## src/rtl/trap_inst_pkg.sv

```systemverilog
// constants, types and carriers shared by the trap instruction unit
// assumes one core clock; all producers of the carriers sit on that clock
package trap_inst_pkg;

  // ==========================================================================
  // instruction encoding
  localparam logic [6:0] OP_LOAD     = 7'h03;
  localparam logic [6:0] OP_LOAD_FP  = 7'h07;
  localparam logic [6:0] OP_STORE    = 7'h23;
  localparam logic [6:0] OP_STORE_FP = 7'h27;
  localparam logic [6:0] OP_AMO      = 7'h2F;
  localparam logic [6:0] OP_SYSTEM   = 7'h73;
  localparam logic [2:0] F3_PRIV     = 3'h0;
  localparam logic [2:0] F3_GUEST    = 3'h4;
  localparam logic [3:0] F7_GUEST_HI = 4'h6;
  localparam logic [6:0] F7_SUPER_RET   = 7'h08;
  localparam logic [6:0] F7_MACHINE_RET = 7'h18;
  localparam logic [4:0] RS2_RET     = 5'h02;
  localparam logic [2:0] F3_WORD     = 3'h2;
  localparam logic [2:0] F3_DOUBLE   = 3'h3;
  localparam logic [1:0] C_QUAD0     = 2'h0;
  localparam logic [1:0] C_QUAD2     = 2'h2;

  // ==========================================================================
  // pseudoinstruction codes
  localparam logic [31:0] PSEUDO_RD32 = 32'h0000_2000;
  localparam logic [31:0] PSEUDO_WR32 = 32'h0000_2020;
  localparam logic [31:0] PSEUDO_RD64 = 32'h0000_3000;
  localparam logic [31:0] PSEUDO_WR64 = 32'h0000_3020;

  // ==========================================================================
  // exception causes with a defined transformation
  localparam logic [5:0] CS_LD_MISAL  = 6'h04;
  localparam logic [5:0] CS_LD_ACC    = 6'h05;
  localparam logic [5:0] CS_ST_MISAL  = 6'h06;
  localparam logic [5:0] CS_ST_ACC    = 6'h07;
  localparam logic [5:0] CS_LD_PAGE   = 6'h0D;
  localparam logic [5:0] CS_ST_PAGE   = 6'h0F;
  localparam logic [5:0] CS_IF_GPAGE  = 6'h14;
  localparam logic [5:0] CS_LD_GPAGE  = 6'h15;
  localparam logic [5:0] CS_ST_GPAGE  = 6'h17;

  // ==========================================================================
  // register map, byte offsets
  localparam logic [7:0] OFS_CTRL   = 8'h00;
  localparam logic [7:0] OFS_STATUS = 8'h04;
  localparam logic [7:0] OFS_MEPC   = 8'h08;
  localparam logic [7:0] OFS_SEPC   = 8'h0C;
  localparam logic [7:0] OFS_VSEPC  = 8'h10;
  localparam logic [7:0] OFS_MTINST = 8'h14;
  localparam logic [7:0] OFS_HTINST = 8'h18;
  localparam int         CTRL_WIDE64  = 0;
  localparam int         CTRL_AD_UPD  = 1;
  localparam logic [1:0] CTRL_RESET   = 2'h0;
  localparam logic [31:0] EPC_RESET   = 32'h0000_0000;
  localparam logic [31:0] TINST_RESET = 32'h0000_0000;

  typedef enum logic [1:0] {PRIV_U = 2'h0, PRIV_S = 2'h1, PRIV_M = 2'h3} priv_t;
  typedef enum logic [1:0] {TGT_M, TGT_HS, TGT_VS} target_t;

  // status copy, bit 0 is priv[0]
  typedef struct packed {
    logic  vs_spp;
    logic  vs_super_prev_irq_enable;
    logic  vs_sie;
    logic  hyp_saved_virt;
    logic  super_prev_priv;
    logic  super_prev_irq_enable;
    logic  super_irq_enable;
    logic  machine_prev_virt;
    priv_t machine_prev_priv;
    logic  machine_prev_irq_enable;
    logic  machine_irq_enable;
    logic  virt;
    priv_t priv;
  } status_t;
  localparam status_t STATUS_RESET = '{priv: PRIV_M, machine_prev_priv: PRIV_U, default: 1'h0};

  typedef struct packed {
    logic        valid;
    logic        interrupt;
    logic [5:0]  cause;
    target_t     target;
    logic        compressed;
    logic [31:0] insn;
    logic [31:0] fault_va;
    logic [31:0] orig_va;
    logic        implicit_gs;
    logic        gpa_nonzero;
    logic        ad_update;
  } trap_req_t;

  typedef struct packed {
    logic        valid;
    logic [31:0] insn;
  } ret_req_t;

endpackage

```

## src/rtl/trap_c_expand.sv

```systemverilog
// expands compressed memory instructions to full length, immediates zero
// assumes the caller replaces rs1 and needs no immediate
`timescale 1ns/1ps
module trap_c_expand import trap_inst_pkg::*; #(
  parameter bit RV64 = 1'h0
) (
  input  wire logic [15:0] insn16_i,
  output logic      [31:0] insn32_o,
  output logic             valid_o
);
  logic [1:0] quad;
  logic [2:0] cf3;
  logic       is_store;
  logic [4:0] reg_fld;
  logic [2:0] mem_f3;
  logic       fp;
  logic [6:0] mem_op;

  assign quad     = insn16_i[1:0];
  assign cf3      = insn16_i[15:13];
  assign is_store = cf3[2];
  assign reg_fld  = (quad == C_QUAD0) ? {2'h1, insn16_i[4:2]}
                  : (is_store ? insn16_i[6:2] : insn16_i[11:7]);
  // 001 double fp, 010 word, 011 double int on 64-bit else single fp
  assign fp       = (cf3[1:0] == 2'h1) | ((cf3[1:0] == 2'h3) & ~RV64);
  assign mem_f3   = (cf3[1:0] == 2'h2 || (cf3[1:0] == 2'h3 && !RV64)) ? F3_WORD : F3_DOUBLE;
  assign mem_op   = is_store ? (fp ? OP_STORE_FP : OP_STORE) : (fp ? OP_LOAD_FP : OP_LOAD);
  assign valid_o  = (quad == C_QUAD0 || quad == C_QUAD2) && cf3[1:0] != 2'h0;
  assign insn32_o = !valid_o ? 32'h0
                  : is_store ? {7'h00, reg_fld, 5'h00, mem_f3, 5'h00, mem_op}
                  : {12'h000, 5'h00, mem_f3, reg_fld, mem_op};
endmodule // trap_c_expand

```

## src/rtl/trap_xform.sv

```systemverilog
// transforms a full-length trapping memory instruction for the tinst value
// assumes offset already reduced to five bits
`timescale 1ns/1ps
module trap_xform import trap_inst_pkg::*; (
  input  wire logic [31:0] insn_i,
  input  wire logic [4:0]  offset_i,
  output logic      [31:0] value_o
);
  logic [6:0] op;
  logic       is_load;
  logic       is_store;
  logic       is_amo;
  logic       is_guest;

  assign op       = insn_i[6:0];
  assign is_load  = (op == OP_LOAD) || (op == OP_LOAD_FP);
  assign is_store = (op == OP_STORE) || (op == OP_STORE_FP);
  assign is_amo   = (op == OP_AMO);
  assign is_guest = (op == OP_SYSTEM) && (insn_i[14:12] == F3_GUEST)
                  && (insn_i[31:28] == F7_GUEST_HI);
  assign value_o  =
      is_load  ? {12'h000, offset_i, insn_i[14:0]} :
      is_store ? {7'h00, insn_i[24:20], offset_i, insn_i[14:12], 5'h00, op} :
      is_amo   ? {insn_i[31:20], offset_i, insn_i[14:0]} :
      is_guest ? {insn_i[31:20], offset_i, insn_i[14:0]} :
      32'h0;
endmodule // trap_xform

```

## src/rtl/trap_inst_unit.sv

```systemverilog
// trap instruction value builder and trap-return sequencer, wishbone slave
// assumes trap and return requests come from core logic on clk_i
//
// What this block does
// - atomic keeps all fields, offset in rs1
// - guest load/store keeps fields, offset in rs1
// - offset is fault address minus original
// - basic load/store immediates forced zero
// - compressed expanded, transformed, bit 1 cleared
// - low bits 01 compressed, 11 otherwise
// - implicit guest translation fault writes pseudo code
// - 32-bit guest width uses 2000/2020
// - 64-bit guest width uses 3000/3020
// - write code only for A/D update
// - trap instruction registers hold real state
// - machine return restores stack and pc
// - super return with virt off restores
// - super return in guest updates guest copy
// - returns decoded by system opcode fields
// - interrupt trap writes zero
// - untransformed synchronous trap writes zero
//
// Chosen here: the register addresses and the Wishbone slave port.
`timescale 1ns/1ps
module trap_inst_unit import trap_inst_pkg::*; #(
  parameter bit CORE_RV64 = 1'h0
) (
  input  wire logic      clk_i,
  input  wire logic      rst_i,
  input  wire logic [7:0]  wb_adr_i,
  input  wire logic [31:0] wb_dat_i,
  input  wire logic [3:0]  wb_sel_i,
  input  wire logic      wb_we_i,
  input  wire logic      wb_cyc_i,
  input  wire logic      wb_stb_i,
  output logic [31:0]    wb_dat_o,
  output logic           wb_ack_o,
  input  wire trap_req_t trap_i,
  input  wire ret_req_t  ret_i,
  output logic [31:0]    mtinst_o,
  output logic [31:0]    htinst_o,
  output logic           mtinst_we_o,
  output logic           htinst_we_o,
  output status_t        status_o,
  output logic           redirect_o,
  output logic [31:0]    redirect_pc_o
);

  // ==========================================================================
  // state
  logic [1:0]  ctrl;
  logic [31:0] mepc;
  logic [31:0] sepc;
  logic [31:0] vsepc;
  status_t     status;
  status_t     next_status;
  logic [31:0] next_tinst;
  logic [31:0] next_rdata;
  logic        next_redirect;
  logic [31:0] next_pc;

  // ==========================================================================
  // wishbone decode
  logic        wb_req;
  logic        wb_wr;
  logic        hit_ctrl;
  logic        hit_status;
  logic        hit_mepc;
  logic        hit_sepc;
  logic        hit_vsepc;
  logic        hit_mtinst;
  logic        hit_htinst;

  assign wb_req     = wb_cyc_i & wb_stb_i & ~wb_ack_o;
  // a write lands at the edge where the master samples ack high
  assign wb_wr      = wb_cyc_i & wb_stb_i & wb_we_i & wb_ack_o;
  assign hit_ctrl   = wb_adr_i == OFS_CTRL;
  assign hit_status = wb_adr_i == OFS_STATUS;
  assign hit_mepc   = wb_adr_i == OFS_MEPC;
  assign hit_sepc   = wb_adr_i == OFS_SEPC;
  assign hit_vsepc  = wb_adr_i == OFS_VSEPC;
  assign hit_mtinst = wb_adr_i == OFS_MTINST;
  assign hit_htinst = wb_adr_i == OFS_HTINST;

  function automatic logic [31:0] merge(input logic [31:0] old_v,
                                        input logic [31:0] new_v,
                                        input logic [3:0]  sel);
    logic [31:0] res;
    res = old_v;
    for (int b = 0; b < 4; b++) begin
      if (sel[b]) begin
        res[b*8 +: 8] = new_v[b*8 +: 8];
      end
    end
    return res;
  endfunction

  logic [31:0] status_word;
  logic [31:0] status_wr;
  logic [31:0] ctrl_wr;
  assign ctrl_wr     = merge({30'h0, ctrl}, wb_dat_i, wb_sel_i);
  assign status_word = {17'h00000, status};
  assign status_wr   = merge(status_word, wb_dat_i, wb_sel_i);

  // unmapped offsets answer with zero
  assign next_rdata = hit_ctrl   ? {30'h0, ctrl} :
                      hit_status ? status_word :
                      hit_mepc   ? mepc :
                      hit_sepc   ? sepc :
                      hit_vsepc  ? vsepc :
                      hit_mtinst ? mtinst_o :
                      hit_htinst ? htinst_o : 32'h0;

  // ==========================================================================
  // trap instruction value
  logic [31:0] exp_insn;
  logic        exp_ok;
  logic [31:0] full_insn;
  logic [31:0] addr_diff;
  logic [4:0]  addr_off;
  logic [31:0] xf_val;
  logic [31:0] std_val;
  logic        mem_cause;
  logic        gpage_cause;
  logic        pseudo_case;
  logic        pseudo_write;
  logic [31:0] pseudo_val;
  logic        trap_m;
  logic        trap_hs;

  trap_c_expand #(.RV64(CORE_RV64)) u_expand (
    .insn16_i (trap_i.insn[15:0]),
    .insn32_o (exp_insn),
    .valid_o  (exp_ok)
  );

  assign full_insn = trap_i.compressed ? exp_insn : trap_i.insn;
  assign addr_diff = trap_i.fault_va - trap_i.orig_va;
  assign addr_off  = addr_diff[4:0];

  trap_xform u_xform (
    .insn_i   (full_insn),
    .offset_i (addr_off),
    .value_o  (xf_val)
  );

  // compressed forms read 01 in the low bits, full forms 11
  assign std_val = (trap_i.compressed && xf_val != 32'h0)
                 ? {xf_val[31:2], 1'h0, xf_val[0]} : xf_val;

  assign gpage_cause = (trap_i.cause == CS_IF_GPAGE) || (trap_i.cause == CS_LD_GPAGE)
                     || (trap_i.cause == CS_ST_GPAGE);
  assign mem_cause   = (trap_i.cause == CS_LD_MISAL) || (trap_i.cause == CS_LD_ACC)
                     || (trap_i.cause == CS_ST_MISAL) || (trap_i.cause == CS_ST_ACC)
                     || (trap_i.cause == CS_LD_PAGE) || (trap_i.cause == CS_ST_PAGE)
                     || (trap_i.cause == CS_LD_GPAGE) || (trap_i.cause == CS_ST_GPAGE);
  assign pseudo_case  = gpage_cause & trap_i.implicit_gs & trap_i.gpa_nonzero;
  assign pseudo_write = trap_i.ad_update & ctrl[CTRL_AD_UPD];
  assign pseudo_val   = ctrl[CTRL_WIDE64]
                      ? (pseudo_write ? PSEUDO_WR64 : PSEUDO_RD64)
                      : (pseudo_write ? PSEUDO_WR32 : PSEUDO_RD32);

  assign next_tinst = trap_i.interrupt ? 32'h0 :
                      pseudo_case      ? pseudo_val :
                      mem_cause        ? std_val : 32'h0;
  assign trap_m  = trap_i.valid & (trap_i.target == TGT_M);
  assign trap_hs = trap_i.valid & (trap_i.target == TGT_HS);

  // ==========================================================================
  // trap return decode and sequencing
  logic [31:0] machine_trap_return_code;
  logic [31:0] super_trap_return_code;
  logic        do_machine_trap_return;
  logic        do_super_trap_return;
  logic        do_super_trap_return_vs;
  logic        do_super_trap_return_hs;

  assign machine_trap_return_code  = {F7_MACHINE_RET, RS2_RET, 5'h00, F3_PRIV, 5'h00, OP_SYSTEM};
  assign super_trap_return_code  = {F7_SUPER_RET, RS2_RET, 5'h00, F3_PRIV, 5'h00, OP_SYSTEM};
  // returns from a too-low privilege are left to the illegal-instruction path
  assign do_machine_trap_return    = ret_i.valid && ret_i.insn == machine_trap_return_code && status.priv == PRIV_M;
  assign do_super_trap_return    = ret_i.valid && ret_i.insn == super_trap_return_code && status.priv != PRIV_U;
  assign do_super_trap_return_vs = do_super_trap_return & status.virt;
  assign do_super_trap_return_hs = do_super_trap_return & ~status.virt;

  always_comb begin
    next_status   = hit_status && wb_wr ? status_t'(status_wr[14:0]) : status;
    next_redirect = 1'h0;
    next_pc       = redirect_pc_o;
    if (do_machine_trap_return) begin
      next_status.priv = status.machine_prev_priv;
      next_status.virt = (status.machine_prev_priv != PRIV_M) & status.machine_prev_virt;
      next_status.machine_prev_virt       = 1'h0;
      next_status.machine_prev_priv       = PRIV_U;
      next_status.machine_irq_enable      = status.machine_prev_irq_enable;
      next_status.machine_prev_irq_enable = 1'h1;
      next_redirect = 1'h1;
      next_pc       = mepc;
    end else if (do_super_trap_return_hs) begin
      next_status.priv = status.super_prev_priv ? PRIV_S : PRIV_U;
      next_status.virt = status.hyp_saved_virt;
      next_status.hyp_saved_virt        = 1'h0;
      next_status.super_prev_priv       = 1'h0;
      next_status.super_irq_enable      = status.super_prev_irq_enable;
      next_status.super_prev_irq_enable = 1'h1;
      next_redirect = 1'h1;
      next_pc       = sepc;
    end else if (do_super_trap_return_vs) begin
      next_status.priv    = status.vs_spp ? PRIV_S : PRIV_U;
      next_status.vs_spp  = 1'h0;
      next_status.vs_sie  = status.vs_super_prev_irq_enable;
      next_status.vs_super_prev_irq_enable = 1'h1;
      next_redirect = 1'h1;
      next_pc       = vsepc;
    end
  end

  // ==========================================================================
  // registers
  always_ff @(posedge clk_i) begin
    if (rst_i) begin
      wb_ack_o <= 1'h0;
      wb_dat_o <= 32'h0;
    end else begin
      wb_ack_o <= wb_req;
      wb_dat_o <= wb_req ? next_rdata : 32'h0;
    end
  end

  always_ff @(posedge clk_i) begin
    if (rst_i) begin
      ctrl  <= CTRL_RESET;
      mepc  <= EPC_RESET;
      sepc  <= EPC_RESET;
      vsepc <= EPC_RESET;
    end else if (wb_wr) begin
      if (hit_ctrl)  ctrl  <= ctrl_wr[1:0];
      if (hit_mepc)  mepc  <= merge(mepc, wb_dat_i, wb_sel_i);
      if (hit_sepc)  sepc  <= merge(sepc, wb_dat_i, wb_sel_i);
      if (hit_vsepc) vsepc <= merge(vsepc, wb_dat_i, wb_sel_i);
    end
  end

  // tinst registers hold real state, written in the trap-entry cycle
  always_ff @(posedge clk_i) begin
    if (rst_i) begin
      mtinst_o    <= TINST_RESET;
      htinst_o    <= TINST_RESET;
      mtinst_we_o <= 1'h0;
      htinst_we_o <= 1'h0;
    end else begin
      mtinst_we_o <= trap_m;
      htinst_we_o <= trap_hs;
      if (trap_m)  mtinst_o <= next_tinst;
      if (trap_hs) htinst_o <= next_tinst;
    end
  end

  always_ff @(posedge clk_i) begin
    if (rst_i) begin
      status        <= STATUS_RESET;
      redirect_o    <= 1'h0;
      redirect_pc_o <= EPC_RESET;
    end else begin
      status        <= next_status;
      redirect_o    <= next_redirect;
      redirect_pc_o <= next_pc;
    end
  end

  assign status_o = status;

  logic plain_m;
  assign plain_m = trap_m & ~trap_i.interrupt & ~pseudo_case & mem_cause;
endmodule // trap_inst_unit

```

## config.mk

```make
export PLATFORM = sky130hd
export DESIGN_NAME = trap_inst_unit
export DESIGN_NICKNAME = d
export VERILOG_FILES = /design/src/rtl/trap_inst_pkg.sv /design/src/rtl/trap_c_expand.sv /design/src/rtl/trap_xform.sv /design/src/rtl/trap_inst_unit.sv
export SDC_FILE = /design/constraint.sdc
export NUM_CORES = 1
export LEC_CHECK = 0
export BUFFER_PORTS_ARGS = -buffer_cell sky130_fd_sc_hd__buf_4
export CAP_MARGIN = 20
export CORE_MARGIN = 3
export CORE_UTILIZATION = 56
export DETAILED_ROUTE_END_ITERATION = 12
export GPL_ROUTABILITY_DRIVEN = 1
export PLACE_DENSITY_LB_ADDON = 0.1
export SLEW_MARGIN = 20
export SYNTH_ARGS = -nofsm -noshare
export SYNTH_HDL_FRONTEND = slang
export SYNTH_SLANG_ARGS = --single-unit
export TNS_END_PERCENT = 20
```

## constraint.sdc

```tcl
create_clock -name clk_i -period 6.02 [get_ports clk_i]
set_input_delay 0.602 -clock clk_i [delete_from_list [all_inputs] [get_ports clk_i]]
set_output_delay 0.602 -clock clk_i [all_outputs]
set_load 0.1 [all_outputs]
```

==> impl_metrics.ini <==
[status]
status = finished clean

[yosys]
synthSimpleGateAreaFrac = 0.173
synth_edf_count = 0
yosys.area_share.adder = 0.00819
ys_seq_area_frac = 0.446
synth_cells = 1281
syn_area_mm2 = 0.0110
muxShareOfSynthArea = 0.0776
synthArstFlopShare = 0
synth_xor_area_frac = 0.00318
synth_nets = 1478
synth-compound-area-share = 0.251
synthFlopType = dfxtp_1
synthDistinctLibCells = 71
yosys_warnings = 0
yosysTopAreaCell = dfxtp_1
synth_top_area_frac = 0.446
avgSynthCellArea_um2 = 8.59
netlist_top_cells_area = dfxtp_1 45%, o21ai_0 6.8%, a21oi_1 6.0%
synth_top_family_by_area = compound AO/OA/AOI/OAI gates
synth-seq-cells = 245

[clock_network]
cts_resized = 0
clock-sinks = 245
clk_path_buf_depth = 3
worst_skew_pair.late_latency_ps = 520
cts.htree.levels = 1
numCtsBuffers = 25
cts_tree = built
hold_buffers = 0
cts_setup_buffers = 0
clkTransAtPathRegs_ps = 60
cts-root-buf = clkbuf_16

[layout]
antenna_cells = 0
regArea_mm2 = 0.00490
fillers = 1508
drive_gt1_frac = 0.250
multiInputGateArea_mm2 = 0.00565
area_growth_syn_to_layout_pct = 26.9
final_nets = 1703

[pwr]
p_clk_frac = 0.449
power_density_mw_per_mm2 = 244
seqPwrFrac = 0.477
vdd_drop_max_mv = 0.215
power.switching_mw = 0.795
netSwitchingFraction = 0.233
leakage_nw = 5.38
power_mw = 3.41
internal_power_mw = 2.61
power_frac_comb = 0.074

[route]
routed_wl_um = 37600
drtPass1Iterations = 7
via_per_inst = 6.19
num_vias = 11028
wl_per_cell_um = 21.1
first_iter_violations = 1349
antenna_left = 0
drc_errors = 0

[worst_setup_path]
crit_path_start = wb_adr_i[2]
crit_path_end_kind = flop
crit_chain = buf_4 > nor2b_2 > nand4_1 > buf_4 > nor2_1 > a22oi_1 > o21ai_0
critPathSlowestCell = nor2_1
crit_path_end = wb_dat_o[14]
crit_fanout = 43
start_kind = primary input
crit_path_max_incr_delay_ps = 860
arrival_ps = 3320
rr_endpoint = vsepc[13]
r2r_cells = 5
timing.rr.start = wb_ack_o
cpMostUsedCell = buf_4
worst-path-stages = 7
critPathTopFamily = simple AND/OR/NAND/NOR gates
r2r_slack_ps = 3370
path_buf_inv = 2
critPathKind = primary input to flop
cp.required_ps = 6440

[worst_hold_path]
hold_path.class = primary input to flop

[sta]
period_minus_slack_ps = 2900
clock_skew_ps = 6.23
rsz0062_at_grt = false
fin_hold_ws_ps = 340
hold_viol = 0
setup_tns_ps = 0
setup_slack_ps = 3120
max_slew_margin = 0.241
worstMarginPinSlew_ps = 1130
final-setup-viol-count = 0
drv_slew = 0
post-route-period-util = 0.481
fmax_mhz = 345

[global_routing]
grt_pass1_wl_um = 57500
track_usage = 0.332
first_global_vias = 10179
overflow = 0
grt_max_degree = 104
grt_antenna_before_repair = 0

[floorplan]
core_area_mm2 = 0.0190
die_h_um = 146
die_w_um = 146
die-area_mm2 = 0.0214
start_util = 0.578
rows = 50
ios = 339

[placed_design]
port_buffers = 280
gp_congestion = 0.969
post-place-ws_ps = 2390
dp_hpwl_um = 26300

[job]
cap_violations = 0
-- cell families after synthesis --
logic type | after synthesis
simple gates | 390
buf+inv | 113
compound gates | 439
fa+ha+maj | 7
flops | 245
xor+xnor | 4
mux | 83
-- layout by cell type (no fill, tap or decap), types with 5 or more instances in the layout --
cell type	synthesis	routed
buf_4	2	294
o2bb2ai_1	7	7
a2bb2oi_1	32	32
clkbuf_16	0	25
o21ai_1	6	6
nand2_1	176	176
nor2_1	103	103
a22oi_1	16	16
a311oi_1	7	7
mux2_2	18	18
nor4_4	5	5
nor4_1	6	6
inv_1	14	14
o21ai_0	150	150
and3_1	13	12
mux2i_1	65	65
clkinv_2	0	9
a221oi_1	6	6
nor3_1	13	12
a222oi_1	34	34
a211oi_1	18	18
nand3_1	14	14
nor2b_1	8	7
nand2b_1	9	9
dfxtp_1	245	245
nor4b_1	5	5
a21oi_1	132	132
-- cell type report --
type	instances	share of cell area
repair buffers	294	0.158
flip-flops and latches	245	0.351
inverters	17	0.00457
multi-input cells	923	0.405
clock buffers	32	0.0496
clock inverters	12	0.00816
well taps	260	0.0233
-- power by group through the flow --
stage / Combinational (mW) / Sequential (mW) / Clock [mW]
floorplan: 0.110 / 1.68 / 0
global placement: 0.243 / 1.66 / 0
detailed placement: 0.245 / 1.66 / 0
CTS: 0.246 / 1.63 / 1.53
global route: 0.268 / 1.63 / 1.60
finish: 0.251 / 1.63 / 1.53
-- flip-flops by register name, summed over array words and instances, names as in the netlist --
signal,flops
htinst_o,32
mepc,32
mtinst_o,32
redirect_pc_o,32
sepc,32
vsepc,32
wb_dat_o,32
status_o,15
ctrl,2
htinst_we_o,1
mtinst_we_o,1
redirect_o,1
wb_ack_o,1
-- worst reg2reg max path, cell delays in order, from the launching register on --
cell     delay [ps]
dfxtp_1         350
and4_1          420
nand2_1         610
nor4_4          800
mux2i_1         260
nor2_1           60
-- Yosys cell counts, types with 3 or more instances --
master       n
dfxtp_1    245
nand2_1    176
o21ai_0    150
a21oi_1    132
nor2_1     103
clkbuf_1    83
mux2i_1     65
a222oi_1    34
a2bb2oi_1   32
a211oi_1    18
mux2_2      18
a22oi_1     16
inv_1       14
nand3_1     14
and3_1      13
nor3_1      13
buf_2        9
nand2b_1     9
nor2b_1      8
a311oi_1     7
o2bb2ai_1    7
a221oi_1     6
nor4_1       6
o21ai_1      6
nor4_4       5
nor4b_1      5
a32oi_1      4
ha_1         4
nand4_1      4
o211ai_1     4
o221ai_1     4
clkinv_1     3
nand4b_1     3
nor2_8       3
nor3b_1      3
or3_1        3
or4_1        3
-- how the worst min path moves through the flow --
stage	start	to	slack [ps]	depth (start not counted)
3_5_place_dp	mepc[30]	wb_dat_o[30]	460	2
4_1_cts	wb_dat_i[21]	mepc[21]	330	3
2_1_floorplan	mepc[15]	wb_dat_o[15]	440	2
6_report	wb_dat_i[21]	vsepc[21]	340	3
3_3_place_gp	mtinst_o[0]	mtinst_o[0]	450	2
5_1_grt	wb_dat_i[3]	sepc[3]	350	3
-- layer usage --
layer | GRT usage | routed length, um
met1 | 0.464 | 14800
met3 | 0.0944 | 5160
met5 | 0 | 0
met4 | 0.0818 | 893
met2 | 0.510 | 16800
-- stage by stage --
stage / cell area (um^2) / instances / util
2_1_floorplan: 11000 / 1281 / -
4_1_cts: 14000 / 1783 / 0.734
6_report: 14000 / 1783 / 0.734
5_1_grt: 14000 / 1783 / 0.734
3_3_place_gp: 13200 / 1739 / 0.691
3_5_place_dp: 13200 / 1739 / 0.691
Power figures use the tool's default switching activity.
